File: src/hdl/pmu_cfg_params.svh
// offsets, field positions, reset values and timing constants of the bank
`ifndef PMU_CFG_PARAMS_SVH
`define PMU_CFG_PARAMS_SVH

// ------------------------------------------------------------------
// register offsets
// ------------------------------------------------------------------
`define OFS_DEVICE_CONTROL_TWO    8'h25
`define OFS_SERIAL_PORT_CONFIG    8'h26
`define OFS_SLEEP_KEEP_ACTIVE_ONE 8'h27
`define OFS_SLEEP_KEEP_ACTIVE_TWO 8'h28

// ------------------------------------------------------------------
// field positions
// ------------------------------------------------------------------
`define BIT_SLEEP_UNMASK       7
`define BIT_IRQ_PUSH_PULL      6
`define BIT_SLOT_HI            5
`define BIT_SLOT_LO            4
`define BIT_SLEEP_POLARITY     3
`define BIT_LP_SHUTDOWN        2
`define BIT_LP_SHUTDOWN_RELOAD 1
`define BIT_IRQ_POLARITY       0
`define BIT_SCALING_ADDR_HI    7
`define BIT_SCALING_ADDR_LO    6
`define BIT_GENERAL_ADDR_HI    5
`define BIT_GENERAL_ADDR_LO    4

// ------------------------------------------------------------------
// writable masks and reset values
// ------------------------------------------------------------------
`define WMASK_DEVICE_CONTROL_TWO 8'hff
`define WMASK_SERIAL_PORT_CONFIG 8'h0f
`define WMASK_KEEP_ACTIVE_ONE    8'hff
`define WMASK_KEEP_ACTIVE_TWO    8'h3f
`define DEFAULT_FORCE_ZERO_DCT   8'h77
`define RESET_BYTE               8'h00
`define UNMAPPED_READ            8'h00

// ------------------------------------------------------------------
// target address bases
// ------------------------------------------------------------------
`define SCALING_ADDR_BASE 7'h12
`define GENERAL_ADDR_BASE 7'h2d

// ------------------------------------------------------------------
// timing
// ------------------------------------------------------------------
`define CLK_PERIOD_NS   4
`define SLOT0_TIME_US   30
`define SLOT1_TIME_US   200
`define SLOT2_TIME_US   500
`define SLOT3_TIME_MS   2
`define SLOT0_CYCLES    ((`SLOT0_TIME_US * 1000) / `CLK_PERIOD_NS)
`define SLOT1_CYCLES    ((`SLOT1_TIME_US * 1000) / `CLK_PERIOD_NS)
`define SLOT2_CYCLES    ((`SLOT2_TIME_US * 1000) / `CLK_PERIOD_NS)
`define SLOT3_CYCLES    ((`SLOT3_TIME_MS * 1000000) / `CLK_PERIOD_NS)
`define LP_WARN_TIME_S  4
`define LP_EXTRA_TIME_S 1
`define CYCLES_PER_S    (1000000000 / `CLK_PERIOD_NS)
`define LP_WARN_CYCLES  (`LP_WARN_TIME_S * `CYCLES_PER_S)
`define LP_EXTRA_CYCLES (`LP_EXTRA_TIME_S * `CYCLES_PER_S)

`endif

File: src/hdl/pmu_cfg_pkg.sv
// types shared by the configuration register bank
package pmu_cfg_pkg;

  // register access from the serial port front end
  typedef struct packed {
    logic       wr;
    logic       rd;
    logic [7:0] addr;
    logic [7:0] wdata;
  } reg_req_t;

  // read answer
  typedef struct packed {
    logic       valid;
    logic [7:0] rdata;
  } reg_rsp_t;

  // default contents held in one-time-programmable memory
  typedef struct packed {
    logic [7:0] device_control_two;
    logic [7:0] serial_port_config;
    logic [7:0] sleep_keep_active_one;
    logic [7:0] sleep_keep_active_two;
  } otp_defaults_t;

  // one pad: level and enable (enable low while driving)
  typedef struct packed {
    logic out;
    logic oe_n;
  } pad_t;

  // sleep-state regulation choice for every regulator
  typedef struct packed {
    logic [9:0] regulator_sleep_active;
    logic [3:0] buck_sleep_active;
    logic [3:0] buck_sleep_low_power;
  } sleep_plan_t;

  typedef enum logic [1:0] {
    LP_IDLE,
    LP_WARNED,
    LP_DONE
  } lp_state_t;

endpackage : pmu_cfg_pkg

File: src/hdl/long_press_timer.sv
// power button long-press timer: warning, then shutdown
`timescale 1ns/100ps
`include "pmu_cfg_params.svh"
module long_press_timer #(
  parameter logic [31:0] WARN_CYCLES  = 32'(`LP_WARN_CYCLES),
  parameter logic [31:0] EXTRA_CYCLES = 32'(`LP_EXTRA_CYCLES)
) (
  input  wire logic ref_clk,
  input  wire logic rst_n,
  input  wire logic enable,
  input  wire logic power_button_n,
  output logic      warn_pulse,
  output logic      off_pulse
);
  import pmu_cfg_pkg::*;

  lp_state_t   state_r;
  lp_state_t   state_nxt;
  logic [31:0] count_r;
  logic [31:0] count_nxt;
  logic        pressed;
  logic        warn_hit;
  logic        off_hit;

  // ------------------------------------------------------------------
  // decode
  // ------------------------------------------------------------------
  assign pressed  = enable & ~power_button_n;
  assign warn_hit = (state_r == LP_IDLE) && (count_r == WARN_CYCLES - 1);
  assign off_hit  = (state_r == LP_WARNED) && (count_r == EXTRA_CYCLES - 1);

  // held low 4 s gives the warning, one more second the off
  always_comb begin
    state_nxt = state_r;
    count_nxt = count_r + 32'd1;
    case (state_r)
      LP_IDLE: begin
        if (warn_hit) begin
          state_nxt = LP_WARNED;
          count_nxt = 32'd0;
        end
      end
      LP_WARNED: begin
        if (off_hit) begin
          state_nxt = LP_DONE;
          count_nxt = 32'd0;
        end
      end
      LP_DONE: count_nxt = 32'd0; // one shutdown per press
      default: state_nxt = LP_IDLE;
    endcase
    if (!pressed) begin
      state_nxt = LP_IDLE;
      count_nxt = 32'd0;
    end
  end

  // state and pulses
  always_ff @(posedge ref_clk or negedge rst_n) begin
    if (!rst_n) begin
      state_r    <= LP_IDLE;
      count_r    <= 32'd0;
      warn_pulse <= 1'b0;
      off_pulse  <= 1'b0;
    end else begin
      state_r    <= state_nxt;
      count_r    <= count_nxt;
      warn_pulse <= pressed & warn_hit;
      off_pulse  <= pressed & off_hit;
    end
  end

endmodule : long_press_timer

File: src/hdl/pmu_device_config_regs.sv
// configuration register bank of the power management unit
`timescale 1ns/100ps
`include "pmu_cfg_params.svh"
module pmu_device_config_regs #(
  parameter logic [31:0] SLOT0_CYCLES    = 32'(`SLOT0_CYCLES),
  parameter logic [31:0] SLOT1_CYCLES    = 32'(`SLOT1_CYCLES),
  parameter logic [31:0] SLOT2_CYCLES    = 32'(`SLOT2_CYCLES),
  parameter logic [31:0] SLOT3_CYCLES    = 32'(`SLOT3_CYCLES),
  parameter logic [31:0] LP_WARN_CYCLES  = 32'(`LP_WARN_CYCLES),
  parameter logic [31:0] LP_EXTRA_CYCLES = 32'(`LP_EXTRA_CYCLES)
) (
  input  wire logic                       ref_clk,
  input  wire logic                       nrst,
  input  wire pmu_cfg_pkg::reg_req_t      reg_req,
  output pmu_cfg_pkg::reg_rsp_t           reg_rsp,
  input  wire pmu_cfg_pkg::otp_defaults_t otp_defaults,
  input  wire logic                       sleep_pin,
  input  wire logic                       irq_pending,
  input  wire logic                       irq_request,
  input  wire logic                       power_button_n,
  input  wire logic                       off_state_entry,
  input  wire logic                       keep_contents_in_off_n,
  input  wire logic [3:0]                 buck_forced_mode,
  output logic                            sleep_request,
  output pmu_cfg_pkg::pad_t               irq_out_pin,
  output logic [1:0]                      sequence_slot_duration,
  output logic                            slot_tick,
  output logic                            long_press_irq,
  output logic                            power_off_request,
  output logic                            defaults_reloaded,
  output logic [6:0]                      scaling_port_addr,
  output logic [6:0]                      general_port_addr,
  output logic [3:0]                      buck_port_select,
  output pmu_cfg_pkg::sleep_plan_t        sleep_plan
);
  import pmu_cfg_pkg::*;

  // ------------------------------------------------------------------
  // functions
  // ------------------------------------------------------------------

  // masked byte update: bits outside the mask keep their value
  function automatic logic [7:0] merge_bits(input logic [7:0] old_val,
                                            input logic [7:0] new_val,
                                            input logic [7:0] mask);
    merge_bits = (old_val & ~mask) | (new_val & mask);
  endfunction : merge_bits

  // two-bit code added onto an address base
  function automatic logic [6:0] addr_of(input logic [6:0] base,
                                         input logic [1:0] code);
    addr_of = base + {5'd0, code};
  endfunction : addr_of

  // ------------------------------------------------------------------
  // reset release
  // ------------------------------------------------------------------
  logic rst_meta_r;
  logic rst_n;

  // async assert, two-flop release so no flop sees a runt release
  always_ff @(posedge ref_clk or negedge nrst) begin
    if (!nrst) begin
      rst_meta_r <= 1'b0;
      rst_n      <= 1'b0;
    end else begin
      rst_meta_r <= 1'b1;
      rst_n      <= rst_meta_r;
    end
  end

  // ------------------------------------------------------------------
  // register storage
  // ------------------------------------------------------------------
  logic [7:0] dev_ctrl_two_r;
  logic [7:0] serial_cfg_r;
  logic [7:0] keep_one_r;
  logic [7:0] keep_two_r;
  logic       load_pend_r;
  logic [7:0] dev_ctrl_two_nxt;
  logic [7:0] serial_cfg_nxt;
  logic [7:0] keep_one_nxt;
  logic [7:0] keep_two_nxt;

  // address decode
  logic hit_dct;
  logic hit_spc;
  logic hit_ka1;
  logic hit_ka2;
  logic wr_dct;
  logic wr_spc;
  logic wr_ka1;
  logic wr_ka2;

  assign hit_dct = (reg_req.addr == `OFS_DEVICE_CONTROL_TWO);
  assign hit_spc = (reg_req.addr == `OFS_SERIAL_PORT_CONFIG);
  assign hit_ka1 = (reg_req.addr == `OFS_SLEEP_KEEP_ACTIVE_ONE);
  assign hit_ka2 = (reg_req.addr == `OFS_SLEEP_KEEP_ACTIVE_TWO);
  assign wr_dct  = reg_req.wr & hit_dct;
  assign wr_spc  = reg_req.wr & hit_spc;
  assign wr_ka1  = reg_req.wr & hit_ka1;
  assign wr_ka2  = reg_req.wr & hit_ka2;

  // field views of the stored bytes
  logic       sleep_unmask;
  logic       irq_push_pull;
  logic [1:0] slot_sel;
  logic       sleep_input_polarity;
  logic       lp_plain_en;
  logic       lp_reload_en;
  logic       irq_pol;

  assign sleep_unmask  = dev_ctrl_two_r[`BIT_SLEEP_UNMASK];
  assign irq_push_pull = dev_ctrl_two_r[`BIT_IRQ_PUSH_PULL];
  assign slot_sel      = dev_ctrl_two_r[`BIT_SLOT_HI:`BIT_SLOT_LO];
  assign sleep_input_polarity     = dev_ctrl_two_r[`BIT_SLEEP_POLARITY];
  assign lp_plain_en   = dev_ctrl_two_r[`BIT_LP_SHUTDOWN];
  assign lp_reload_en  = dev_ctrl_two_r[`BIT_LP_SHUTDOWN_RELOAD];
  assign irq_pol       = dev_ctrl_two_r[`BIT_IRQ_POLARITY];

  // ------------------------------------------------------------------
  // long press and reload of defaults
  // ------------------------------------------------------------------
  logic lp_warn;
  logic lp_off;
  logic lp_reload;
  logic off_reload;
  logic reload_now;
  logic lp_armed;

  // either long-press bit arms the timer
  assign lp_armed = lp_plain_en | lp_reload_en;

  // a released button restarts the count from zero
  long_press_timer #(
    .WARN_CYCLES  (LP_WARN_CYCLES),
    .EXTRA_CYCLES (LP_EXTRA_CYCLES)
  ) u_long_press (
    .ref_clk        (ref_clk),
    .rst_n          (rst_n),
    .enable         (lp_armed),
    .power_button_n (power_button_n),
    .warn_pulse     (lp_warn),
    .off_pulse      (lp_off)
  );

  // reload variant wins over plain and over keep-contents
  assign lp_reload  = lp_off & (lp_reload_en | ~keep_contents_in_off_n);
  // other off entries reload only when keep_contents_in_off_n is low
  assign off_reload = off_state_entry & ~keep_contents_in_off_n;
  // first cycle after reset release also loads defaults
  assign reload_now = load_pend_r | lp_reload | off_reload;

  // ------------------------------------------------------------------
  // next register values
  // ------------------------------------------------------------------

  // defaults win over a write in the same cycle; sleep bits default 0
  always_comb begin
    dev_ctrl_two_nxt = dev_ctrl_two_r;
    serial_cfg_nxt   = serial_cfg_r;
    keep_one_nxt     = keep_one_r;
    keep_two_nxt     = keep_two_r;
    if (reload_now) begin
      dev_ctrl_two_nxt = otp_defaults.device_control_two
                         & `DEFAULT_FORCE_ZERO_DCT;
      serial_cfg_nxt   = otp_defaults.serial_port_config;
      keep_one_nxt     = otp_defaults.sleep_keep_active_one;
      keep_two_nxt     = otp_defaults.sleep_keep_active_two
                         & `WMASK_KEEP_ACTIVE_TWO;
    end else begin
      if (wr_dct) begin
        dev_ctrl_two_nxt = merge_bits(dev_ctrl_two_r, reg_req.wdata,
                                      `WMASK_DEVICE_CONTROL_TWO);
      end
      if (wr_spc) begin
        // address selects are read-only
        serial_cfg_nxt = merge_bits(serial_cfg_r, reg_req.wdata,
                                    `WMASK_SERIAL_PORT_CONFIG);
      end
      if (wr_ka1) begin
        keep_one_nxt = merge_bits(keep_one_r, reg_req.wdata,
                                  `WMASK_KEEP_ACTIVE_ONE);
      end
      if (wr_ka2) begin
        // reserved top bits stay zero
        keep_two_nxt = merge_bits(keep_two_r, reg_req.wdata,
                                  `WMASK_KEEP_ACTIVE_TWO);
      end
    end
  end

  // register bytes; power-on reset clears, defaults follow
  always_ff @(posedge ref_clk or negedge rst_n) begin
    if (!rst_n) begin
      dev_ctrl_two_r <= `RESET_BYTE;
      serial_cfg_r   <= `RESET_BYTE;
      keep_one_r     <= `RESET_BYTE;
      keep_two_r     <= `RESET_BYTE;
      load_pend_r    <= 1'b1;
    end else begin
      dev_ctrl_two_r <= dev_ctrl_two_nxt;
      serial_cfg_r   <= serial_cfg_nxt;
      keep_one_r     <= keep_one_nxt;
      keep_two_r     <= keep_two_nxt;
      load_pend_r    <= 1'b0;
    end
  end

  // ------------------------------------------------------------------
  // read path
  // ------------------------------------------------------------------
  logic [7:0] rdata_sel;
  logic [7:0] rsp_data_w;

  // unmapped offsets read zero
  assign rdata_sel = hit_dct ? dev_ctrl_two_r :
                     hit_spc ? serial_cfg_r :
                     hit_ka1 ? keep_one_r :
                     hit_ka2 ? (keep_two_r & `WMASK_KEEP_ACTIVE_TWO) :
                     `UNMAPPED_READ;

  // idle cycles answer zero, never stale data
  assign rsp_data_w = reg_req.rd ? rdata_sel : `UNMAPPED_READ;

  // answer one cycle after the read strobe
  always_ff @(posedge ref_clk or negedge rst_n) begin
    if (!rst_n) begin
      reg_rsp <= '0;
    end else begin
      reg_rsp.valid <= reg_req.rd;
      reg_rsp.rdata <= rsp_data_w;
    end
  end

  // ------------------------------------------------------------------
  // sleep request and interrupt pad
  // ------------------------------------------------------------------
  logic sleep_active;
  logic sleep_go;
  logic irq_level;
  logic pad_drive;

  // polarity 0: high is active, 1: low is active
  assign sleep_active = sleep_pin ^ sleep_input_polarity;
  // pad level follows the programmed polarity
  assign irq_level    = irq_pol ? irq_request : ~irq_request;

  // unmask bit gates it; a pending interrupt holds sleep off
  assign sleep_go     = sleep_unmask & ~irq_pending & sleep_active;
  // open drain only pulls low; push-pull always drives
  assign pad_drive    = irq_push_pull | ~irq_level;

  // a grounded strap with unmask set and low-active polarity would sleep at once: software's job
  always_ff @(posedge ref_clk or negedge rst_n) begin
    if (!rst_n) begin
      sleep_request   <= 1'b0;
      irq_out_pin.out <= 1'b0;
      irq_out_pin.oe_n <= 1'b1;
    end else begin
      sleep_request <= sleep_go;
      irq_out_pin.out <= irq_level;
      irq_out_pin.oe_n <= ~pad_drive;
    end
  end

  // ------------------------------------------------------------------
  // sequencing time slot
  // ------------------------------------------------------------------
  logic [31:0] slot_cnt_r;
  logic [31:0] slot_limit;
  logic        slot_end;
  logic [31:0] slot_cnt_nxt;

  // slot length by code: 30 us, 200 us, 500 us, 2 ms
  assign slot_limit = (slot_sel == 2'b00) ? SLOT0_CYCLES :
                      (slot_sel == 2'b01) ? SLOT1_CYCLES :
                      (slot_sel == 2'b10) ? SLOT2_CYCLES : SLOT3_CYCLES;
  assign slot_end   = (slot_cnt_r >= slot_limit - 32'd1);

  // wrap at the slot end, else count on
  assign slot_cnt_nxt = slot_end ? 32'd0 : slot_cnt_r + 32'd1;

  // free-running slot tick; a shortened limit ends the slot at once
  always_ff @(posedge ref_clk or negedge rst_n) begin
    if (!rst_n) begin
      slot_cnt_r <= 32'd0;
      slot_tick  <= 1'b0;
    end else begin
      slot_cnt_r <= slot_cnt_nxt;
      slot_tick  <= slot_end;
    end
  end

  // ------------------------------------------------------------------
  // configuration outputs
  // ------------------------------------------------------------------
  logic [6:0] scaling_addr_w;
  logic [6:0] general_addr_w;
  logic [9:0] reg_keep_w;
  logic [3:0] buck_keep_w;
  logic [3:0] buck_low_w;

  assign scaling_addr_w = addr_of(`SCALING_ADDR_BASE,
    serial_cfg_r[`BIT_SCALING_ADDR_HI:`BIT_SCALING_ADDR_LO]);
  assign general_addr_w = addr_of(`GENERAL_ADDR_BASE,
    serial_cfg_r[`BIT_GENERAL_ADDR_HI:`BIT_GENERAL_ADDR_LO]);

  // regulators 1..8 then 9, 10
  assign reg_keep_w  = {keep_two_r[1:0], keep_one_r};
  // bucks 1..4 sit in bits 2..5
  assign buck_keep_w = keep_two_r[5:2];
  // forced mode overrides low-power regulation in sleep
  assign buck_low_w  = ~buck_keep_w & ~buck_forced_mode;

  // registered copies keep every output straight from a flop
  always_ff @(posedge ref_clk or negedge rst_n) begin
    if (!rst_n) begin
      sequence_slot_duration <= 2'b00;
      long_press_irq         <= 1'b0;
      power_off_request      <= 1'b0;
      defaults_reloaded      <= 1'b0;
      scaling_port_addr      <= `SCALING_ADDR_BASE;
      general_port_addr      <= `GENERAL_ADDR_BASE;
      buck_port_select       <= 4'h0;
      sleep_plan             <= '0;
    end else begin
      sequence_slot_duration <= slot_sel;
      long_press_irq         <= lp_warn;
      power_off_request      <= lp_off;
      defaults_reloaded      <= lp_reload | off_reload;
      scaling_port_addr      <= scaling_addr_w;
      general_port_addr      <= general_addr_w;
      // 0: general port, 1: scaling port
      buck_port_select       <= serial_cfg_r[3:0];
      sleep_plan.regulator_sleep_active <= reg_keep_w;
      sleep_plan.buck_sleep_active      <= buck_keep_w;
      sleep_plan.buck_sleep_low_power   <= buck_low_w;
    end
  end

endmodule : pmu_device_config_regs

File: config.mk
export PLATFORM = sky130hd
export DESIGN_NAME = pmu_device_config_regs
export DESIGN_NICKNAME = d
export VERILOG_FILES = /design/src/hdl/pmu_cfg_pkg.sv /design/src/hdl/long_press_timer.sv /design/src/hdl/pmu_device_config_regs.sv
export VERILOG_INCLUDE_DIRS = /design/src /design/src/hdl
export SDC_FILE = /design/constraint.sdc
export NUM_CORES = 1
export LEC_CHECK = 0
export BUFFER_PORTS_ARGS = -buffer_cell sky130_fd_sc_hd__clkbuf_2
export CORE_UTILIZATION = 56
export CTS_BUF_LIST = sky130_fd_sc_hd__clkbuf_16
export DETAILED_ROUTE_END_ITERATION = 6
export PLACE_DENSITY_LB_ADDON = 0.15
export SKIP_LAST_GASP = 1
export SYNTH_ARGS = -nofsm -noshare
export SYNTH_HDL_FRONTEND = slang
export SYNTH_SLANG_ARGS = --single-unit
export TNS_END_PERCENT = 20
File: constraint.sdc
create_clock -name ref_clk -period 7.8 [get_ports ref_clk]
set_input_delay 0.39 -clock ref_clk [delete_from_list [all_inputs] [get_ports ref_clk]]
set_output_delay 0.39 -clock ref_clk [all_outputs]
set_load 0.02 [all_outputs]
=== Word level (Yosys, flattened, before mapping) ===
Cells that the tools add are included.

* Magnitude comparators: 1
* $add $sub $neg: 5
* Mux-type cells: 26
* Bitwise gates (word level): 29
* Equality and inequality tests: 13
* Reductions and logical operators: 9

{| class="wikitable"
|+ Operators with widths
! operator !! number
|-
| two-way mux 32 bit || 4
|-
| two-way mux 8 bit || 12
|-
| one-hot mux 32 bit (3 select lines) || 1
|-
| adder 32 x 1 -> 32 bit (second input constant) || 2
|-
| two-way mux 19 bit || 3
|-
| == test 32 x 28 -> 1 bit (second input constant) || 1
|-
| == test 32 x 30 -> 1 bit (second input constant) || 1
|-
| == test 8 x 6 -> 1 bit (second input constant) || 4
|-
| greater-or-equal comparator 32 bit || 1
|-
| subtractor 19 x 1 -> 20 bit (second input constant) || 1
|-
| AND 1 bit || 11
|-
| inverter 4 bit || 2
|-
| OR 8 x 4 -> 8 bit || 1
|-
| OR 8 x 6 -> 8 bit || 1
|-
| nonzero test 2 bit || 4
|-
| adder 6 x 2 -> 7 bit (first input constant) || 1
|-
| adder 5 x 2 -> 6 bit (first input constant) || 1
|-
| two-way mux 2 bit || 3
|-
| two-way mux 6 bit || 1
|-
| != test 3 bit (second input constant) || 2
|-
| inverter 1 bit || 6
|-
| OR 1 bit || 6
|-
| one-hot mux 2 bit (3 select lines) || 1
|-
| AND 4 bit || 1
|-
| 8 further kinds || 12
|}

* Register bits: 157
* Logic and storage cells: 111
* Bits of input ports: 62

=== Logic depth before layout (Yosys ltp) ===
Gate-level depths: netlist of the first run.

* Depth in word-level cells: 7
* Gate-level depth with buffers: 10

=== Cells and area by module ===
A second synthesis of the first run with hierarchy kept.

* Cell total of the unflattened synthesis: 624
* Area, all modules: 6969.2 sq um

{| class="wikitable"
|+ By module, submodules not included
! module !! times used !! sequential area each (sq um) !! cells each !! area each (sq um)
|-
| pmu_device_config_regs || 1 || 2808.9 || 426 || 5051.1
|-
| long_press_timer || 1 || 900.9 || 198 || 1918.1
|}

=== Least setup slack after synthesis of the first run ===
OpenSTA, ideal clock, no wires.

* Kind: reg-to-reg
* Start: register dev_ctrl_two_r[4]
* End: register slot_cnt_r[12]
* Arrival time: 2.484 ns
* Setup time: 0.086 ns
* Data required time: 7.714 ns
* Stages on the path, launching flop included: 11
* Slack: 5.230 ns
* Cells stage by stage: dfrtp_1 -> inv_1 -> ha_1 -> or2_2 -> ha_1 -> a21oi_1 -> o21ai_0 -> a2111oi_0 -> a21oi_1 -> clkbuf_1 -> nor3_1

* Cells in the longest elaborated chain, start to end: 7

{| class="wikitable"
|+ Ends and longest elaborated chain
! item !! RTL line !! text
|-
| start: declaration || pmu_device_config_regs.sv:75 || <nowiki>logic [7:0] dev_ctrl_two_r;</nowiki>
|-
| start signal: assignment || pmu_device_config_regs.sv:196 || <nowiki>dev_ctrl_two_r <= `RESET_BYTE;</nowiki>
|-
| start signal: assignment || pmu_device_config_regs.sv:202 || <nowiki>dev_ctrl_two_r <= dev_ctrl_two_nxt;</nowiki>
|-
| == test 2 bit || pmu_device_config_regs.sv:278 || <nowiki>(slot_sel == 2'b10) ? SLOT2_CYCLES : SLOT3_CYCLES;</nowiki>
|-
| two-way mux 19 bit || pmu_device_config_regs.sv:278 ||
|-
| two-way mux 19 bit || pmu_device_config_regs.sv:277 || <nowiki>(slot_sel == 2'b01) ? SLOT1_CYCLES :</nowiki>
|-
| two-way mux 19 bit * || pmu_device_config_regs.sv:276 || <nowiki>assign slot_limit = (slot_sel == 2'b00) ? SLOT0_CYCLES :</nowiki>
|-
| subtractor 19 x 1 -> 20 bit * || pmu_device_config_regs.sv:279 || <nowiki>assign slot_end = (slot_cnt_r >= slot_limit - 32'd1);</nowiki>
|-
| greater-or-equal comparator 32 bit * || pmu_device_config_regs.sv:279 ||
|-
| two-way mux 32 bit * || pmu_device_config_regs.sv:282 || <nowiki>assign slot_cnt_nxt = slot_end ? 32'd0 : slot_cnt_r + 32'd1;</nowiki>
|-
| net slot_cnt_nxt[12] || pmu_device_config_regs.sv:273 || <nowiki>logic [31:0] slot_cnt_nxt;</nowiki>
|-
| end signal: assignment || pmu_device_config_regs.sv:290 || <nowiki>slot_cnt_r <= slot_cnt_nxt;</nowiki>
|-
| end: declaration || pmu_device_config_regs.sv:270 || <nowiki>logic [31:0] slot_cnt_r;</nowiki>
|}

The timed path passes the listed nets; every way through them passes the cells marked *.
A chain may end at the register's enable or synchronous reset.

=== Final worst setup path of the first run ===
* Start: register dev_ctrl_two_r[4]
* End: register slot_cnt_r[18]

The elaborated chain is that of the path after synthesis.

==> flow_summary.json, run 1 <==
{
  "max_slew_margin_pct": 19.57,
  "cts.clk_slew.worst_paths_ps": 60,
  "drive_gt1_share_pct": 28.97,
  "crit_top_cell": "ha_1",
  "final_cell_area_mm2": 0.008273,
  "fmax_mhz": 296.8,
  "fin_worst_skew_ps": 5.815,
  "grt_max_degree": 79,
  "dp_hpwl_mm": 10.53,
  "critPathMaxStageDelay_ps": 940,
  "path_buf_inv": 1,
  "syn_inst": 619,
  "yosysTopAreaCellShare_pct": 50.42,
  "cap_violations": 0,
  "antenna_found_initial": 1,
  "wire_per_inst_um": 16.45,
  "yosys.area.top_type": "dfrtp_1",
  "critical_path_class": "register to register",
  "drtPass1Iterations": 5,
  "cts_tree": "yes",
  "io_pins": 116,
  "power_leakage_nw": 3.720,
  "synthToLayoutAreaGrowth_pct": 16.57,
  "synth_area_mm2": 0.007097,
  "crit_slowest_cell": "a21oi_2",
  "ys_ff_latch": 148,
  "synthFlopType": "dfrtp_1",
  "num_rows": 40,
  "num_vias": 5054,
  "yosys.cell_types.count": 64,
  "viasPerCell": 5.511,
  "cts_repair_resize_count": 0,
  "die_y_um": 114.6,
  "synth_edf_count": 0,
  "finalCritPeriodShare_pct": 43.20,
  "avgSynthCellArea_um2": 11.46,
  "h-tree-depth": 4,
  "postCtsHoldBufs": 1,
  "period_needed_ps": 3370,
  "fin_tns_setup_ps": 0,
  "gp_congestion": 0.8792,
  "status": "complete, no violations",
  "vdd_drop_max_mv": 0.1847,
  "critPathLaunchType": "register",
  "worstPathRequired_ps": 8040,
  "cts_buffers": 17,
  "crit_path_max_fanout": 22,
  "detail-route-antenna-nets": 0,
  "die_area_mm2": 0.01313,
  "grt_pass1_vias": 5178,
  "synthTopCellsByArea": "dfrtp_1 50%, nor3_2 5.6%, ha_1 4.8%",
  "finalHoldViolCount": 0,
  "ys_warn_count": 0,
  "routed_wl_mm": 15.08,
  "cp_top_family": "compound AO/OA/AOI/OAI gates",
  "drc": 0,
  "antenna_cells": 0,
  "hold_class": "primary input to register",
  "drv_slew": 0,
  "start_util_pct": 58.35,
  "core-area_mm2": 0.01216,
  "worst_pin_slew_ps": 1206,
  "p_per_area_mw_per_mm2": 214.5,
  "cts_setup_buffers": 0,
  "port_buffers": 105,
  "fill_cells": 931,
  "synth_seq_area_share_pct": 52.27,
  "gr-usage-all-layers_pct": 25.38,
  "die_w_um": 114.6,
  "nNetsFinal": 825,
  "grt-ovfl-total": 0,
  "setup_violations": 0,
  "cts_max_path_buffers": 2,
  "crit_chain": "inv_1 -> ha_1 -> or3_1 -> ha_1 -> nor2_1 -> a211o_1 -> o31a_1 -> a21oi_2 -> nor3_1",
  "async_reset_ff_share_pct": 100.0,
  "clock_sinks": 148,
  "grt_pass1_wl_mm": 25.27,
  "drtIter0Drc": 369,
  "placed_area_mm2": 0.007697,
  "endpoint_kind": "register",
  "rsz0062_at_grt": "no",
  "cts_root_buf": "clkbuf_16",
  "cp.arrival_ps": 3610,
  "clk_latency_ps": 420
}
-- cell usage after synthesis (4+ instances only) --
master and n:
nor3_2 40, dfrtp_1 143, nor2_1 39, inv_1 20
a21oi_2 6, o21ai_0 12, buf_12 4, a21boi_0 5
buf_6 4, nand3_1 21, and3_1 6, and4_1 8
clkbuf_1 8, nand2_1 46, nor3_1 23, nand4_1 12
buf_4 10, nor4_1 17, xnor2_1 31, a222oi_1 5
dfstp_2 5, a21oi_1 31, o21ai_1 4, mux2i_1 12
xor2_1 20, nor2_2 4, ha_1 27
-- placed cells by master, fill, tap and decap left out, drive strengths merged, types with 20 or more instances in the layout --
master and count:
nor4 21, dfrtp 143, a21oi 37, nor2 43, nor3 64, nand2 48
inv 23, conb 20, nand3 21, ha 27, xnor2 31, xor2 20
clkbuf 122
-- worst register-to-register path, cell delays in order, from the launching register on --
cell and delay (ps):
dfrtp_1 530, inv_1 150, ha_1 280, or3_1 390, ha_1 300, nor2_1 50
a211o_1 270, o31a_1 120, a21oi_2 940, nor3_1 170
-- sequential cells by signal (all words and copies together) (netlist names), 2 cells and up --
register,count
buck_port_select,4
dev_ctrl_two_r,8
general_port_addr,4
irq_out_pin,2
keep_one_r,8
keep_two_r,6
reg_rsp,9
scaling_port_addr,3
sequence_slot_duration,2
serial_cfg_r,8
sleep_plan,18
slot_cnt_r,32
u_long_press.count_r,32
u_long_press.state_r,2
-- per-stage QoR --
| step | power (mW) | cells | util (%) | worst slack (ps) | hold slack (ps) |
|---|---|---|---|---|---|
| final | 1.774 | 917 | 68.02 | 4430 | 107.1 |
| after global routing | 1.846 | 917 | 68.02 | 4204 | 80.56 |
| after CTS | 1.789 | 917 | 68.02 | 4430 | 92.16 |
| after detailed placement | 1.011 | 884 | 63.29 | 4443 | 178.0 |
| after global placement | 1.004 | 884 | 63.29 | 4502 | 175.0 |
| after floorplan | 0.9560 | 637 | - | 3380 | 94.41 |
-- cells by family after synthesis --
kind of cell,after synthesis,share of synthesized area (%)
AOI/OAI and AO/OA,77,7.317
xor gates and xnor gates,51,6.294
adders and majority gates,27,4.760
buffers and inverters,49,4.496
DFF,148,52.27
muxes,15,2.169
other,2,0.1058
and+or+nand+nor,250,22.58
-- area by class of cell --
class                      instances  area [µm²]  area share, %
clock inverter                    15       140.1          1.694
multi-input combinational        440        3151          38.08
timing repair buffer             109       558.0          6.745
clock buffer                      17       425.4          5.142
inverter                          20       75.07         0.9074
tap                              168       210.2          2.541
sequential                       148        3714          44.89
-- worst paths after layout --
check	from	to	slack, ps	depth (start not counted)
setup / recovery	dev_ctrl_two_r[4]	slot_cnt_r[18]	4430	9
hold / removal	buck_forced_mode[3]	sleep_plan[3]	110	2
setup reg to reg	dev_ctrl_two_r[4]	slot_cnt_r[18]	4430	9
hold reg to reg	u_long_press.warn_pulse	long_press_irq	350	0
max in group asynchronous	rst_n	slot_cnt_r[22]	5820	1
min in group asynchronous	nrst	rst_n	280	2
-- metal layers --
layer	wire (µm)	up-vias	global-route usage, %
li1	-	2398	-
met3	735	30	7.464
met1	6755	2480	33.52
met2	7209	144	39.19
met5	13	-	0
met4	370	2	10.65
-- report_power, final --
part           internal (mW)  switching [mW]
logic                 0.0533          0.0986
clock network          0.466           0.311
registers              0.810          0.0348
(Power assumes the default switching activity.)
==> inputs of run 2 (changes only) <==
Clock period 7.8 ns to 3.2 ns, I/O delays scaled along.
==> run 2 against run 1 <==
Die area unchanged. Cell count up 3.5%. Utilization up 2.8 points. Clock skew up 2.5 ps. Sequential power is 140% higher. First-iteration DRC count is 19% higher. Critical endpoint is now slot_cnt_r[13]. Largest power group unchanged.
==> flow_summary.json, run 2 (synthesis results as in run 1) <==
{
  "max_slew_margin_pct": 42.33,
  "critical_path_class": "register to register",
  "finalCritPeriodShare_pct": 88.97,
  "grt_max_degree": 62,
  "clk_latency_ps": 420,
  "crit_slowest_cell": "a21oi_2",
  "min_to": "keep_two_r[1]",
  "p_per_area_mw_per_mm2": 512.5,
  "hold_class": "primary input to register",
  "layout_common_cells": "142 x dfrtp_1, 105 x clkbuf_2, 46 x nand2_1",
  "biggestRegsByFlops": "slot_cnt_r x32, u_long_press.count_r x32, sleep_plan x18",
  "worst_pin_slew_ps": 857.1,
  "num_rows": 40,
  "start_util_pct": 58.35,
  "cap_violations": 0,
  "period_needed_ps": 2847,
  "worstPathRequired_ps": 3470,
  "core-area_mm2": 0.01216,
  "worst_r2r_endpoint": "slot_cnt_r[13]",
  "cts_root_buf": "clkbuf_16",
  "drv_slew": 0,
  "rsz0062_at_grt": "no",
  "final_util_pct": 70.85,
  "dp_hpwl_mm": 10.82,
  "min_from": "otp_defaults[1]",
  "synthToLayoutAreaGrowth_pct": 21.42,
  "gp_congestion": 0.8881,
  "fin_tns_setup_ps": 0,
  "critPathLaunchType": "register",
  "cts_max_path_buffers": 2,
  "endpoint_kind": "register",
  "crit_path_max_fanout": 9,
  "wire_per_inst_um": 16.50,
  "crit_chain": "buf_4 -> ha_1 -> or3_1 -> ha_1 -> nor2_1 -> a211o_1 -> o31a_1 -> a21oi_2 -> buf_4 -> nor3_1",
  "die_w_um": 114.6,
  "cp.arrival_ps": 3120,
  "antenna_cells": 0,
  "drtIter0Drc": 439,
  "io_pins": 116,
  "viasPerCell": 5.517,
  "detail-route-antenna-nets": 0,
  "whs_path_depth": 3,
  "worstRegToRegCells": 10,
  "fin_worst_skew_ps": 8.364,
  "drtPass1Iterations": 6,
  "grt_pass1_wl_mm": 26.33,
  "port_buffers": 105,
  "routed_wl_mm": 15.66,
  "final_common_cell": "dfrtp_1",
  "drive_gt1_share_pct": 29.07,
  "cts_tree": "yes",
  "drc": 0,
  "cp_top_family": "compound AO/OA/AOI/OAI gates",
  "gr-usage-all-layers_pct": 26.46,
  "num_vias": 5236,
  "fmax_mhz": 351.2,
  "total_power_mw": 4.416,
  "final_cell_area_mm2": 0.008617,
  "nNetsFinal": 857,
  "antenna_found_initial": 0,
  "die_area_mm2": 0.01313,
  "path_buf_inv": 2,
  "r2r_setup_slack_ps": 350,
  "grt_pass1_vias": 5374,
  "finalHoldViolCount": 0,
  "critPathMaxStageDelay_ps": 450,
  "placed_area_mm2": 0.007782,
  "worstReg2RegStart": "dev_ctrl_two_r[4]",
  "clock_sinks": 148,
  "status": "complete, no violations",
  "setup_violations": 0,
  "power_leakage_nw": 3.871,
  "grt-ovfl-total": 0,
  "cts.clk_slew.worst_paths_ps": 70,
  "cts_buffers": 17,
  "h-tree-depth": 4,
  "vdd_drop_max_mv": 0.4596,
  "die_y_um": 114.6
}
==> run 2: cell count changes in the layout (fill, tap and decap cells not counted) <==
cell / before / now
a2111oi_1: 0 / 1
clkinv_2: 3 / 1
buf_12: 0 / 2
clkinv_1: 3 / 2
inv_1: 21 / 20
dlygate4sd3_1: 1 / 25
a2111oi_0: 1 / 0
clkinv_4: 2 / 6
buf_4: 3 / 9
==> run 2: worst max path at each step <==
stage / startpoint / endpoint / cells past startpoint
after floorplan: dev_ctrl_two_r[4] / slot_cnt_r[12] / 10
after detailed placement: dev_ctrl_two_r[4] / slot_cnt_r[14] / 10
after CTS: dev_ctrl_two_r[4] / slot_cnt_r[17] / 10
final: dev_ctrl_two_r[4] / slot_cnt_r[13] / 10
after global placement: dev_ctrl_two_r[4] / slot_cnt_r[13] / 10
after global routing: dev_ctrl_two_r[4] / slot_cnt_r[13] / 10
==> run 2: power by group <==
| part | leakage [nW] | switching, mW | internal, mW |
|---|---|---|---|
| registers | 1.89 | 0.0706 | 1.98 |
| logic | 1.71 | 0.263 | 0.156 |
| clock network | 0.279 | 0.800 | 1.15 |
==> run 2: layout make-up <==
class | instances | area [µm²]
fill | 914 | 3545
sequential | 148 | 3714
multi-input combinational | 440 | 3152
clock buffer | 17 | 425.4
timing repair buffer | 141 | 883.3
inverter | 20 | 75.07
clock inverter | 15 | 157.7
tap | 168 | 210.2
==> run 2: per-layer routing <==
metal	track usage [%]	vias up	wire [µm]
li1	-	2473	-
met1	34.29	2593	6815
met2	43.92	148	7824
met3	6.406	22	760
met4	8.485	0	259
met5	0	-	0
==> run 2: what timing repair did <==
item                       4_1_cts  5_1_grt
hold endpoints to repair        25        0
gates resized for setup          0        1
buffers inserted                 0        0
setup endpoints to repair        0        2
hold buffers                    25        0
==> run 2: worst reg2reg max path: cells and delay by family, from the launching register on <==
| kind | cells | cell delay [ps] |
|---|---|---|
| AO/OA/AOI/OAI | 3 | 840 |
| AND/OR/NAND/NOR | 3 | 470 |
| flip-flops | 1 | 410 |
| buffers and inverters | 2 | 440 |
| adder cells (fa/ha/maj) | 2 | 540 |
==> run 2: stage by stage <==
| stage | std cells | hold WS (ps) | setup slack [ps] |
|---|---|---|---|
| final | 949 | 33.11 | 352.8 |
| after global routing | 949 | 32.91 | 56.75 |
| after CTS | 949 | 11.93 | 279.3 |
| after detailed placement | 892 | -51.53 | 263.6 |
| after global placement | 892 | -54.55 | 378.6 |
| after floorplan | 637 | -135.6 | 629.7 |
